`config.mk`:
```
export PLATFORM = sky130hd
export DESIGN_NAME = qdrb_readback
export DESIGN_NICKNAME = d
export VERILOG_FILES = /design/src/shared/qdrb_pkg.sv /design/src/qdrb_readback.sv
export SDC_FILE = /design/constraint.sdc
export NUM_CORES = 1
export LEC_CHECK = 0
export ABC_AREA = 1
export BUFFER_PORTS_ARGS = -buffer_cell sky130_fd_sc_hd__buf_2
export CAP_MARGIN = 25
export CORE_UTILIZATION = 52
export CTS_BUF_LIST = sky130_fd_sc_hd__clkbuf_8
export CTS_CLUSTER_DIAMETER = 60
export DETAILED_ROUTE_END_ITERATION = 6
export PLACE_DENSITY_LB_ADDON = 0.05
export SETUP_SLACK_MARGIN = 0.15
export SYNTH_ARGS = -nofsm -noshare
export SYNTH_HDL_FRONTEND = slang
export SYNTH_SLANG_ARGS = --single-unit
```
`constraint.sdc`:
```
create_clock -name clk_sys_i -period 1.55 [get_ports clk_sys_i]
set_clock_uncertainty 0.15 [all_clocks]
set_input_delay 0.3875 -clock clk_sys_i [delete_from_list [all_inputs] [get_ports clk_sys_i]]
set_output_delay 0.3875 -clock clk_sys_i [all_outputs]
set_load 0.01 [all_outputs]
```
`src/shared/qdrb_pkg.sv`:
```
// constants, types and states of the quad converter readback slave
// assumes a single system clock and bus pins sampled synchronously
package qdrb_pkg;
  // fixed upper address pattern, then two pin bits, then direction
  localparam logic [4:0] QDRB_ADDR_FIXED = 5'h13;
  localparam int QDRB_BYTE_BITS = 8;
  localparam logic [2:0] QDRB_BIT_LAST = 3'h7;
  localparam int QDRB_DATA_BITS = 10;
  localparam int QDRB_CHANNELS = 4;
  // low six bits of the power-down status byte
  localparam logic [5:0] QDRB_PD_FILL = 6'h3F;
  // readback byte positions
  localparam logic [1:0] QDRB_IDX_FIRST = 2'h0;
  localparam logic [1:0] QDRB_IDX_SECOND = 2'h1;
  localparam logic [1:0] QDRB_IDX_THIRD = 2'h2;
  // reset values
  localparam logic [7:0] QDRB_CTRL_RST = 8'h00;
  localparam logic [7:0] QDRB_SHIFT_RST = 8'h00;

  // control byte layout, msb first
  typedef struct packed {
    logic extended_addr_high;
    logic extended_addr_low;
    logic [1:0] load_mode;
    logic spare;
    logic channel_select_high;
    logic channel_select_low;
    logic powerdown_select_bit;
  } qdrb_ctrl_s;

  // power-down mode pair as stored by the write path
  typedef struct packed {
    logic pwrdn_mode_bit_a;
    logic pwrdn_mode_bit_b;
  } qdrb_pwrdn_s;

  typedef enum logic [1:0] {
    QDRB_OUT_HIZ,
    QDRB_OUT_RES_LOW,
    QDRB_OUT_RES_HIGH
  } qdrb_out_kind_e;

  typedef enum logic [3:0] {
    QDRB_IDLE,
    QDRB_RX_ADDR,
    QDRB_ACK_WADDR,
    QDRB_RX_CTRL,
    QDRB_ACK_CTRL,
    QDRB_ACK_RADDR,
    QDRB_TX_BYTE,
    QDRB_RX_MACK,
    QDRB_IGNORE
  } qdrb_state_e;
endpackage

```
`src/qdrb_readback.sv`:
```
// readback slave of a quad 10-bit converter on the two-wire serial bus
// assumes scl and sda are already synchronous to clk_sys_i, well oversampled
`timescale 1ns/100ps
`default_nettype none
module qdrb_readback
  import qdrb_pkg::*;
(
  input wire logic clk_sys_i,
  input wire logic rst_i,
  input wire logic scl_i,
  input wire logic sda_i,
  output logic sda_o,
  output logic sda_oe_o,
  input wire logic addr_pin_high_i,
  input wire logic addr_pin_low_i,
  input wire logic [QDRB_CHANNELS-1:0][QDRB_DATA_BITS-1:0] chan_value_i,
  input wire qdrb_pwrdn_s pwrdn_mode_i,
  output qdrb_ctrl_s ctrl_o,
  output qdrb_out_kind_e out_kind_o,
  output logic busy_o
);

  qdrb_state_e state, next_state;
  logic scl_q, sda_q;
  logic [7:0] shreg, next_shreg;
  logic [2:0] cnt, next_cnt;
  logic got8, next_got8;
  logic [1:0] byte_idx, next_byte_idx;
  qdrb_ctrl_s ctrl, next_ctrl;
  logic [QDRB_DATA_BITS-1:0] snap_val, next_snap_val;
  qdrb_pwrdn_s snap_pd, next_snap_pd;
  logic oe, next_oe;
  qdrb_out_kind_e kind, next_kind;
  logic rise, fall, start_c, stop_c, match, last_byte, lo_next;
  logic [1:0] chan;
  logic [7:0] tx_byte;

  // bus events from the previous and present samples
  assign rise = ~scl_q & scl_i;
  assign fall = scl_q & ~scl_i;
  assign start_c = scl_q & scl_i & sda_q & ~sda_i;
  assign stop_c = scl_q & scl_i & ~sda_q & sda_i;
  assign match = (shreg[7:1] == {QDRB_ADDR_FIXED, addr_pin_high_i, addr_pin_low_i});
  assign chan = {ctrl.channel_select_high, ctrl.channel_select_low};
  // last byte of the sequence depends on the power-down select
  assign last_byte = ctrl.powerdown_select_bit ? (byte_idx == QDRB_IDX_THIRD)
                                               : (byte_idx == QDRB_IDX_SECOND);
  assign lo_next = ctrl.powerdown_select_bit ? (byte_idx == QDRB_IDX_THIRD)
                                             : (byte_idx == QDRB_IDX_SECOND);

  // byte to send at the current sequence position
  always_comb begin
    tx_byte = {snap_val[9:2]};
    if (ctrl.powerdown_select_bit) begin
      unique case (byte_idx)
        QDRB_IDX_FIRST: tx_byte = {snap_pd, QDRB_PD_FILL};
        QDRB_IDX_SECOND: tx_byte = snap_val[9:2];
        default: tx_byte = {snap_val[1:0], 6'h00};
      endcase
    end else if (byte_idx != QDRB_IDX_FIRST) begin
      tx_byte = {snap_val[1:0], 6'h00};
    end
  end

  // protocol sequencer; stop and start win over every state
  always_comb begin
    next_state = state;
    next_shreg = shreg;
    next_cnt = cnt;
    next_got8 = got8;
    next_byte_idx = byte_idx;
    next_ctrl = ctrl;
    next_snap_val = snap_val;
    next_snap_pd = snap_pd;
    next_oe = oe;
    // decode of the live mode pair; both equal pairs mean open output
    unique case ({pwrdn_mode_i.pwrdn_mode_bit_a, pwrdn_mode_i.pwrdn_mode_bit_b})
      2'h1: next_kind = QDRB_OUT_RES_LOW;
      2'h2: next_kind = QDRB_OUT_RES_HIGH;
      default: next_kind = QDRB_OUT_HIZ;
    endcase
    if (stop_c) begin
      next_state = QDRB_IDLE;
      next_oe = 1'b0;
    end else if (start_c) begin
      // repeated start reopens addressing, as a plain start does
      next_state = QDRB_RX_ADDR;
      next_cnt = 3'h0;
      next_got8 = 1'b0;
      next_oe = 1'b0;
    end else begin
      unique case (state)
        QDRB_IDLE, QDRB_IGNORE: begin
          next_oe = 1'b0;
        end
        QDRB_RX_ADDR, QDRB_RX_CTRL: begin
          if (rise) begin
            next_shreg = {shreg[6:0], sda_i};
            next_cnt = cnt + 3'h1;
            next_got8 = (cnt == QDRB_BIT_LAST);
          end else if (fall && got8) begin
            next_got8 = 1'b0;
            next_cnt = 3'h0;
            if (state == QDRB_RX_CTRL) begin
              next_ctrl = qdrb_ctrl_s'(shreg);
              next_state = QDRB_ACK_CTRL;
              next_oe = 1'b1;
            end else if (!match) begin
              next_state = QDRB_IGNORE;
            end else if (!shreg[0]) begin
              next_state = QDRB_ACK_WADDR;
              next_oe = 1'b1;
            end else begin
              // snapshot so a concurrent write cannot tear the word
              next_state = QDRB_ACK_RADDR;
              next_oe = 1'b1;
              next_snap_val = chan_value_i[chan];
              next_snap_pd = pwrdn_mode_i;
              next_byte_idx = QDRB_IDX_FIRST;
            end
          end
        end
        QDRB_ACK_WADDR: begin
          if (fall) begin
            next_oe = 1'b0;
            next_state = QDRB_RX_CTRL;
          end
        end
        QDRB_ACK_CTRL: begin
          // further written bytes belong to the write path
          if (fall) begin
            next_oe = 1'b0;
            next_state = QDRB_IGNORE;
          end
        end
        QDRB_ACK_RADDR: begin
          if (fall) begin
            next_state = QDRB_TX_BYTE;
            next_shreg = tx_byte;
            next_oe = ~tx_byte[7];
            next_cnt = 3'h0;
          end
        end
        QDRB_TX_BYTE: begin
          // open drain: a one is sent by releasing the line
          if (fall) begin
            if (cnt == QDRB_BIT_LAST) begin
              next_oe = 1'b0;
              next_state = QDRB_RX_MACK;
            end else begin
              next_shreg = {shreg[6:0], 1'b0};
              next_oe = ~shreg[6];
              next_cnt = cnt + 3'h1;
            end
          end
        end
        QDRB_RX_MACK: begin
          if (rise) begin
            if (sda_i || last_byte) begin
              next_state = QDRB_IGNORE;
            end else begin
              next_byte_idx = byte_idx + 2'h1;
              next_got8 = 1'b1;
            end
          end else if (fall && got8) begin
            next_got8 = 1'b0;
            next_state = QDRB_TX_BYTE;
            next_shreg = tx_byte;
            next_oe = ~tx_byte[7];
            next_cnt = 3'h0;
          end
        end
      endcase
    end
  end

  // register stage only
  always_ff @(posedge clk_sys_i or posedge rst_i) begin
    if (rst_i) begin
      state <= QDRB_IDLE;
      scl_q <= 1'b1;
      sda_q <= 1'b1;
      shreg <= QDRB_SHIFT_RST;
      cnt <= 3'h0;
      got8 <= 1'b0;
      byte_idx <= QDRB_IDX_FIRST;
      ctrl <= QDRB_CTRL_RST;
      snap_val <= '0;
      snap_pd <= '0;
      oe <= 1'b0;
      kind <= QDRB_OUT_HIZ;
    end else begin
      state <= next_state;
      scl_q <= scl_i;
      sda_q <= sda_i;
      shreg <= next_shreg;
      cnt <= next_cnt;
      got8 <= next_got8;
      byte_idx <= next_byte_idx;
      ctrl <= next_ctrl;
      snap_val <= next_snap_val;
      snap_pd <= next_snap_pd;
      oe <= next_oe;
      kind <= next_kind;
    end
  end

  // the pin is only ever pulled low
  assign sda_o = 1'b0;
  assign sda_oe_o = oe;
  assign ctrl_o = ctrl;
  assign out_kind_o = kind;
  assign busy_o = (state != QDRB_IDLE);

  logic quiet;
  assign quiet = ~start_c & ~stop_c;
endmodule
`default_nettype wire

```
# [Word level (Yosys, flattened, before mapping)]
# Index checks and enable logic that the tools add are counted.
[word_totals] regBits=43 output_inout_bits=13 word_cells=171
[op_classes] addsub=2 magnitude_cmp=1 eq_ne=45 n_mux=65 bitwise=17 n_reduce_logical=22
[ops] cell="$mux 8" n=8
[ops] cell="$mux 4" n=14
[ops] cell="$ne 4x4->1 const B" n=10
[ops] cell="$pmux 8 s4" n=1
[ops] cell="$ne 2x2->1 const B" n=13
[ops] cell="$mux 3" n=8
[ops] cell="$pmux 4 s6" n=1
[ops] cell="$bmux 10 s2" n=1
[ops] cell="$reduce_and 10->1" n=2
[ops] cell="$mux 1" n=18
[ops] cell="$eq 4x3->1 const B" n=4
[ops] cell="$pmux 8 s2" n=1
[ops] cell="$reduce_and 8->1" n=2
[ops] cell="$ne 5x5->1 const B" n=3
[ops] cell="$mux 2" n=7
[ops] cell="$ne 3x3->1 const B" n=4
[ops] cell="$pmux 3 s4" n=1
[ops] cell="$reduce_and 6->1" n=2
[ops] cell="$mux 10" n=1
[ops] cell="$not 1->1" n=10
[ops] cell="$reduce_and 9->1" n=1
[ops] cell="$eq 4x2->1 const B" n=2
[ops] cell="$pmux 2 s2" n=2
[ops] cell="$reduce_bool 4->1" n=2
[ops] cell="23 further kinds" n=34

# [Logic depth before layout (Yosys ltp)]
[logic_depth] word_depth=9 ltp_mapped=11 ltp_nobuf=11

# [Least setup slack after synthesis]
# OpenSTA, ideal clock, no wires.
[synth_path] path_kind="register -> register" start="register sda_q" end="register snap_val[0]" setup_ps=117 arrival_ps=1457 required_ps=1283 slack_ps=-173 stages_incl_launch_ff=11 period_less_slack_ps=1723 path_cell_list="dfstp_2 inv_2 nand2_1 nor2_8 inv_2 nand2_4 nor2_4 nand4_4 buf_4 o21ai_1 inv_2"
[synth_via] elab_chain_cells=5
[synth_lines] item="start: declaration" line="qdrb_readback.sv:24" source="logic scl_q, sda_q;"
[synth_lines] item="start signal: assignment" line="qdrb_readback.sv:195" source="sda_q <= sda_i;"
[synth_lines] item="$not 1->1" line="qdrb_readback.sv:42" source="assign stop_c = scl_q & scl_i & ~sda_q & sda_i;"
[synth_lines] item="$and 1x1->1 (2 in series)" line="qdrb_readback.sv:42"
[synth_lines] item="$not 1->1 (no line)"
[synth_lines] item="$reduce_and 8->1 (no line) *"
[synth_lines] item="end signal: assignment" line="qdrb_readback.sv:201" source="snap_val <= next_snap_val;"
[synth_lines] item="end: declaration" line="qdrb_readback.sv:30" source="logic [QDRB_DATA_BITS-1:0] snap_val, next_snap_val;"
# Every way passes the cells marked *; elsewhere a longest branch is shown, timed or not.
# A chain may end at the register's enable or synchronous reset.

# [Final worst setup path]
[layout_path] start="register state[3]" end="register snap_val[5]"
[layout_via] elab_chain_cells=3
[layout_lines] item="start: declaration" line="qdrb_readback.sv:23" source="qdrb_state_e state, next_state;"
[layout_lines] item="start signal: assignment" line="qdrb_readback.sv:193" source="state <= next_state;"
[layout_lines] item="$eq 4x2->1 or $eq 4x1->1 (tied branches)" line="qdrb_readback.sv:92, qdrb_readback.sv:104"
[layout_lines] item="$reduce_or 2->1 or $not 1->1 (tied branches)"
[layout_lines] item="$reduce_and 8->1 (no line) *"
# Marks and branches as above.

==> impl_metrics.sql <==
INSERT INTO impl_metrics (metric_group, metric, value, unit) VALUES
('setup_path', 'worstSetupStartpoint', 'state[3]', ''),
('layout', 'num-nets-final', '659', ''),
('global_route', 'antenna_found_initial', '0', ''),
('min_path', 'min_path_type', 'primary input to register', ''),
('pwr', 'p_comb_share', '42.3', '%'),
('clock_tree', 'level_count_of_the_clock_h_tree', '2', ''),
('layout', 'antenna-diode-count', '0', ''),
('logic_synthesis', 'yosys-top-cells-count', 'sky130_fd_sc_hd__nand2_1, sky130_fd_sc_hd__nor2_1, sky130_fd_sc_hd__inv_1, sky130_fd_sc_hd__dfrtp_1, sky130_fd_sc_hd__o21ai_0', ''),
('global_route', 'pin_count_of_the_biggest_net_entering_global_routing', '32', ''),
('logic_synthesis', 'post_synth_instance_area', '3050', 'sq um'),
('status', 'status', 'finished, violations left', ''),
('pwr', 'p_per_area', '936.6', 'nW/um^2'),
('layout', 'final_layout_size_suffix_gt1_share', '43.82', '%'),
('setup_path', 'crit_path_max_fanout', '6', ''),
('logic_synthesis', 'netlist.area_leader.share', '33.63', '%'),
('layout', 'stdcell_area', '4727', 'sq um'),
('logic_synthesis', 'synth.avg_cell_area', '6.749', 'sq um'),
('placement', 'placed_cell_area', '4080', 'sq um'),
('logic_synthesis', 'synth-main-ff-cell', 'sky130_fd_sc_hd__dfrtp_1', ''),
('clock_tree', 'worst_setup_hold_path_clk_slew', '0.10', 'ns'),
('pwr', 'net-switching-power', '1617', 'uW'),
('route', 'drt_iter0_drcs', '251', ''),
('clock_tree', 'clk-insertion-delay-late', '0.31', 'ns'),
('floorplan', 'coreArea', '5574', 'sq um'),
('global_route', 'gr-total-overflow', '0', ''),
('clock_tree', 'cts_inserted_buffers', '5', ''),
('setup_path', 'timing.setup.critical_path_class', 'register to register', ''),
('route', 'drc_errors_left', '0', ''),
('placement', 'place.detailed.hpwl', '6763', 'um'),
('min_path', 'holdPathStages', '1', ''),
('setup_path', 'r2r_start', 'state[3]', ''),
('global_route', 'number_of_global_route_vias_before_repair', '3338', ''),
('logic_synthesis', 'yosys-top-cells-area', 'sky130_fd_sc_hd__dfrtp_1, sky130_fd_sc_hd__nand2_1, sky130_fd_sc_hd__nor2_1, sky130_fd_sc_hd__o21ai_0, sky130_fd_sc_hd__inv_1', ''),
('logic_synthesis', 'synth_cell_types', '35', ''),
('clock_tree', 'cts_max_path_buffers', '2', ''),
('logic_synthesis', 'ys.warnings.count', '0', ''),
('pwr', 'power.share.clock', '25.2', '%'),
('logic_synthesis', 'mappedNetlistNets', '505', ''),
('route', 'wl_per_cell', '15.14', 'um'),
('sta', 'layout_worst_path_cycle_share', '117.2', '%'),
('pwr', 'irDropWorstVdd', '0.9206', 'mV'),
('status', 'violations', 'negative setup slack', ''),
('floorplan', 'chipHeight', '78.59', 'um'),
('route', 'antenna_left', '0', ''),
('pwr', 'sequentialPowerShare', '32.5', '%'),
('logic_synthesis', 'synth_cells', '452', ''),
('sta', 'finalWorstSetupSlack', '-0.2672', 'ns'),
('floorplan', 'floorplan.initialDensity', '54.73', '%'),
('global_route', 'grt_first_pass_wirelength', '15280', 'um'),
('sta', 'rsz_0062_raised_after_global_routing', 'yes', ''),
('floorplan', 'die_w', '78.59', 'um'),
('setup_path', 'critPathCaptureType', 'register', ''),
('sta', 'timing.max_slew.rel_slack', '66.24', '%'),
('sta', 'final_max_slew_viol_count', '0', ''),
('sta', 'setup_viol', '32', ''),
('floorplan', 'placement_rows', '27', ''),
('logic_synthesis', 'synth.ff_latch_count', '43', ''),
('placement', 'portBuffers', '59', ''),
('layout', 'instances_no_fill', '679', ''),
('logic_synthesis', 'seq_area_frac_synth', '35.36', '%'),
('setup_path', 'worst-endpoint-required', '1.61', 'ns'),
('sta', 'maxClockFrequency', '0.5503', 'GHz'),
('pwr', 'power.leakage', '0.002467', 'uW'),
('logic_synthesis', 'yosysMostFrequentCell', 'sky130_fd_sc_hd__nand2_1', ''),
('pwr', 'power_report.internal_total', '2810', 'uW'),
('route', 'routed_wirelength', '10280', 'um'),
('global_route', 'grtUsageTotal', '31.78', '%'),
('logic_synthesis', 'synth-async-reset-ratio', '100.0', '%'),
('floorplan', 'design.portCount', '61', ''),
('clock_tree', 'cts.sink_count', '43', ''),
('placement', 'place.detailed.instances', '646', '');
## power by group through the flow
stage               Clock, uW  Sequential (uW)  Combinational, uW
floorplan                   0             1420                856
global placement            0             1460               1460
detailed placement          0             1470               1490
CTS                      1120             1430               1690
global route             1150             1450               2040
finish                   1110             1440               1870
## metrics by stage
| stage | setup TNS, ns | setup slack (ns) | utilization [%] | hold slack [ns] | power [uW] |
|---|---|---|---|---|---|
| after floorplan | -1.342 | -0.09110 | - | 0.2346 | 2279 |
| after global placement | -6.977 | -0.2647 | 73.20 | 0.2186 | 2923 |
| after detailed placement | -7.950 | -0.2766 | 73.20 | 0.2233 | 2958 |
| after CTS | -5.811 | -0.2258 | 80.52 | 0.05841 | 4241 |
| after global routing | -9.236 | -0.3384 | 84.80 | 0.05906 | 4649 |
| final | -6.712 | -0.2672 | 84.80 | 0.06210 | 4427 |
## cell type report
class                      count  area (sq um)
sequential                    43          1085
fill                         358         847.1
multi-input combinational    330          1917
clock inverter                 3         71.32
tap                           72         90.09
clock buffer                   5         68.82
timing repair buffer         161          1237
inverter                      65         257.7
## sequential cells by signal, summed over array words and instances, names as in the netlist
register	count
scl_q	1
out_kind_o	2
sda_oe_o	1
snap_pd	2
byte_idx	2
snap_val	10
shreg	8
got8	1
state	4
cnt	3
sda_q	1
ctrl_o	8
## kinds of logic (layout without fill, tap and decap cells)
kind of cell / after synthesis / count (layout) / share of synthesized area, %
adder cells (fa/ha/maj): 5 / 5 / 2.051
flip-flops: 43 / 43 / 35.36
buffers and inverters: 79 / 234 / 10.50
multiplexers: 1 / 1 / 0.3691
AND/OR/NAND/NOR: 229 / 229 / 34.17
other: 1 / 1 / 0.1229
AO/OA/AOI/OAI: 94 / 94 / 17.43
## final timing paths
path | end | slack, ns
min reg2reg | ctrl_o[4] | 0.34
min in group asynchronous | ctrl_o[3] | 0.42
max in group asynchronous | state[2] | 0.35
max | snap_val[5] | -0.27
min | sda_q | 0.06
max reg2reg | snap_val[5] | -0.27
## layer usage
layer | up-vias | wire length, um | track usage (%)
met1 | 1717 | 4417 | 42.65
met3 | 39 | 622 | 4.302
met4 | 0 | 350 | 10.00
met5 | - | 0 | 0
li1 | 1767 | - | -
met2 | 162 | 4893 | 52.61
## cell usage in the layout (no fill, tap or decap), types with 2 or more instances in the layout
cell                        count
sky130_fd_sc_hd__ha_2           3
sky130_fd_sc_hd__o211ai_1       8
sky130_fd_sc_hd__nor2_2         8
sky130_fd_sc_hd__a21oi_1       10
sky130_fd_sc_hd__nand3_4        2
sky130_fd_sc_hd__bufinv_16      2
sky130_fd_sc_hd__nand2_2       12
sky130_fd_sc_hd__o32ai_1       10
sky130_fd_sc_hd__a21oi_2        2
sky130_fd_sc_hd__inv_1         45
sky130_fd_sc_hd__buf_2         56
sky130_fd_sc_hd__nand3_2        7
sky130_fd_sc_hd__inv_2         16
sky130_fd_sc_hd__dfrtp_1       36
sky130_fd_sc_hd__o21ai_0       30
sky130_fd_sc_hd__clkbuf_8       5
sky130_fd_sc_hd__nor2_8         2
sky130_fd_sc_hd__o21ai_4        2
sky130_fd_sc_hd__nand2_1      101
sky130_fd_sc_hd__inv_8          2
sky130_fd_sc_hd__nand3_1       22
sky130_fd_sc_hd__clkbuf_16      2
sky130_fd_sc_hd__dfstp_2        2
sky130_fd_sc_hd__nand2_4        9
sky130_fd_sc_hd__o21ai_2       12
sky130_fd_sc_hd__dfrtp_2        5
sky130_fd_sc_hd__nor2_1        49
sky130_fd_sc_hd__nor3_1         2
sky130_fd_sc_hd__nand4_1        2
sky130_fd_sc_hd__buf_6         15
sky130_fd_sc_hd__o21ai_1       18
sky130_fd_sc_hd__nor2_4         9
sky130_fd_sc_hd__buf_12         6
sky130_fd_sc_hd__buf_4         81
## timing repair
| item | CTS | global route |
|---|---|---|
| hold buffers | 1 | 0 |
| cloned | 2 | 2 |
| endpoints found under the hold margin | 10 | 0 |
| gates resized for setup | 37 | 41 |
| pin swaps | 11 | 19 |
| setup endpoints to repair | 43 | 47 |
| setup buffers | 15 | 5 |
## worst max-delay path, stage by stage, from the launching register on
cell	delay [ns]
sky130_fd_sc_hd__dfrtp_2	0.46
sky130_fd_sc_hd__nor2_2	0.21
sky130_fd_sc_hd__nand2_2	0.18
sky130_fd_sc_hd__nor2_4	0.18
sky130_fd_sc_hd__nand4_4	0.16
sky130_fd_sc_hd__buf_12	0.20
sky130_fd_sc_hd__o21ai_2	0.14
sky130_fd_sc_hd__inv_1	0.06
Note: power is estimated with default switching activity, not from simulation.
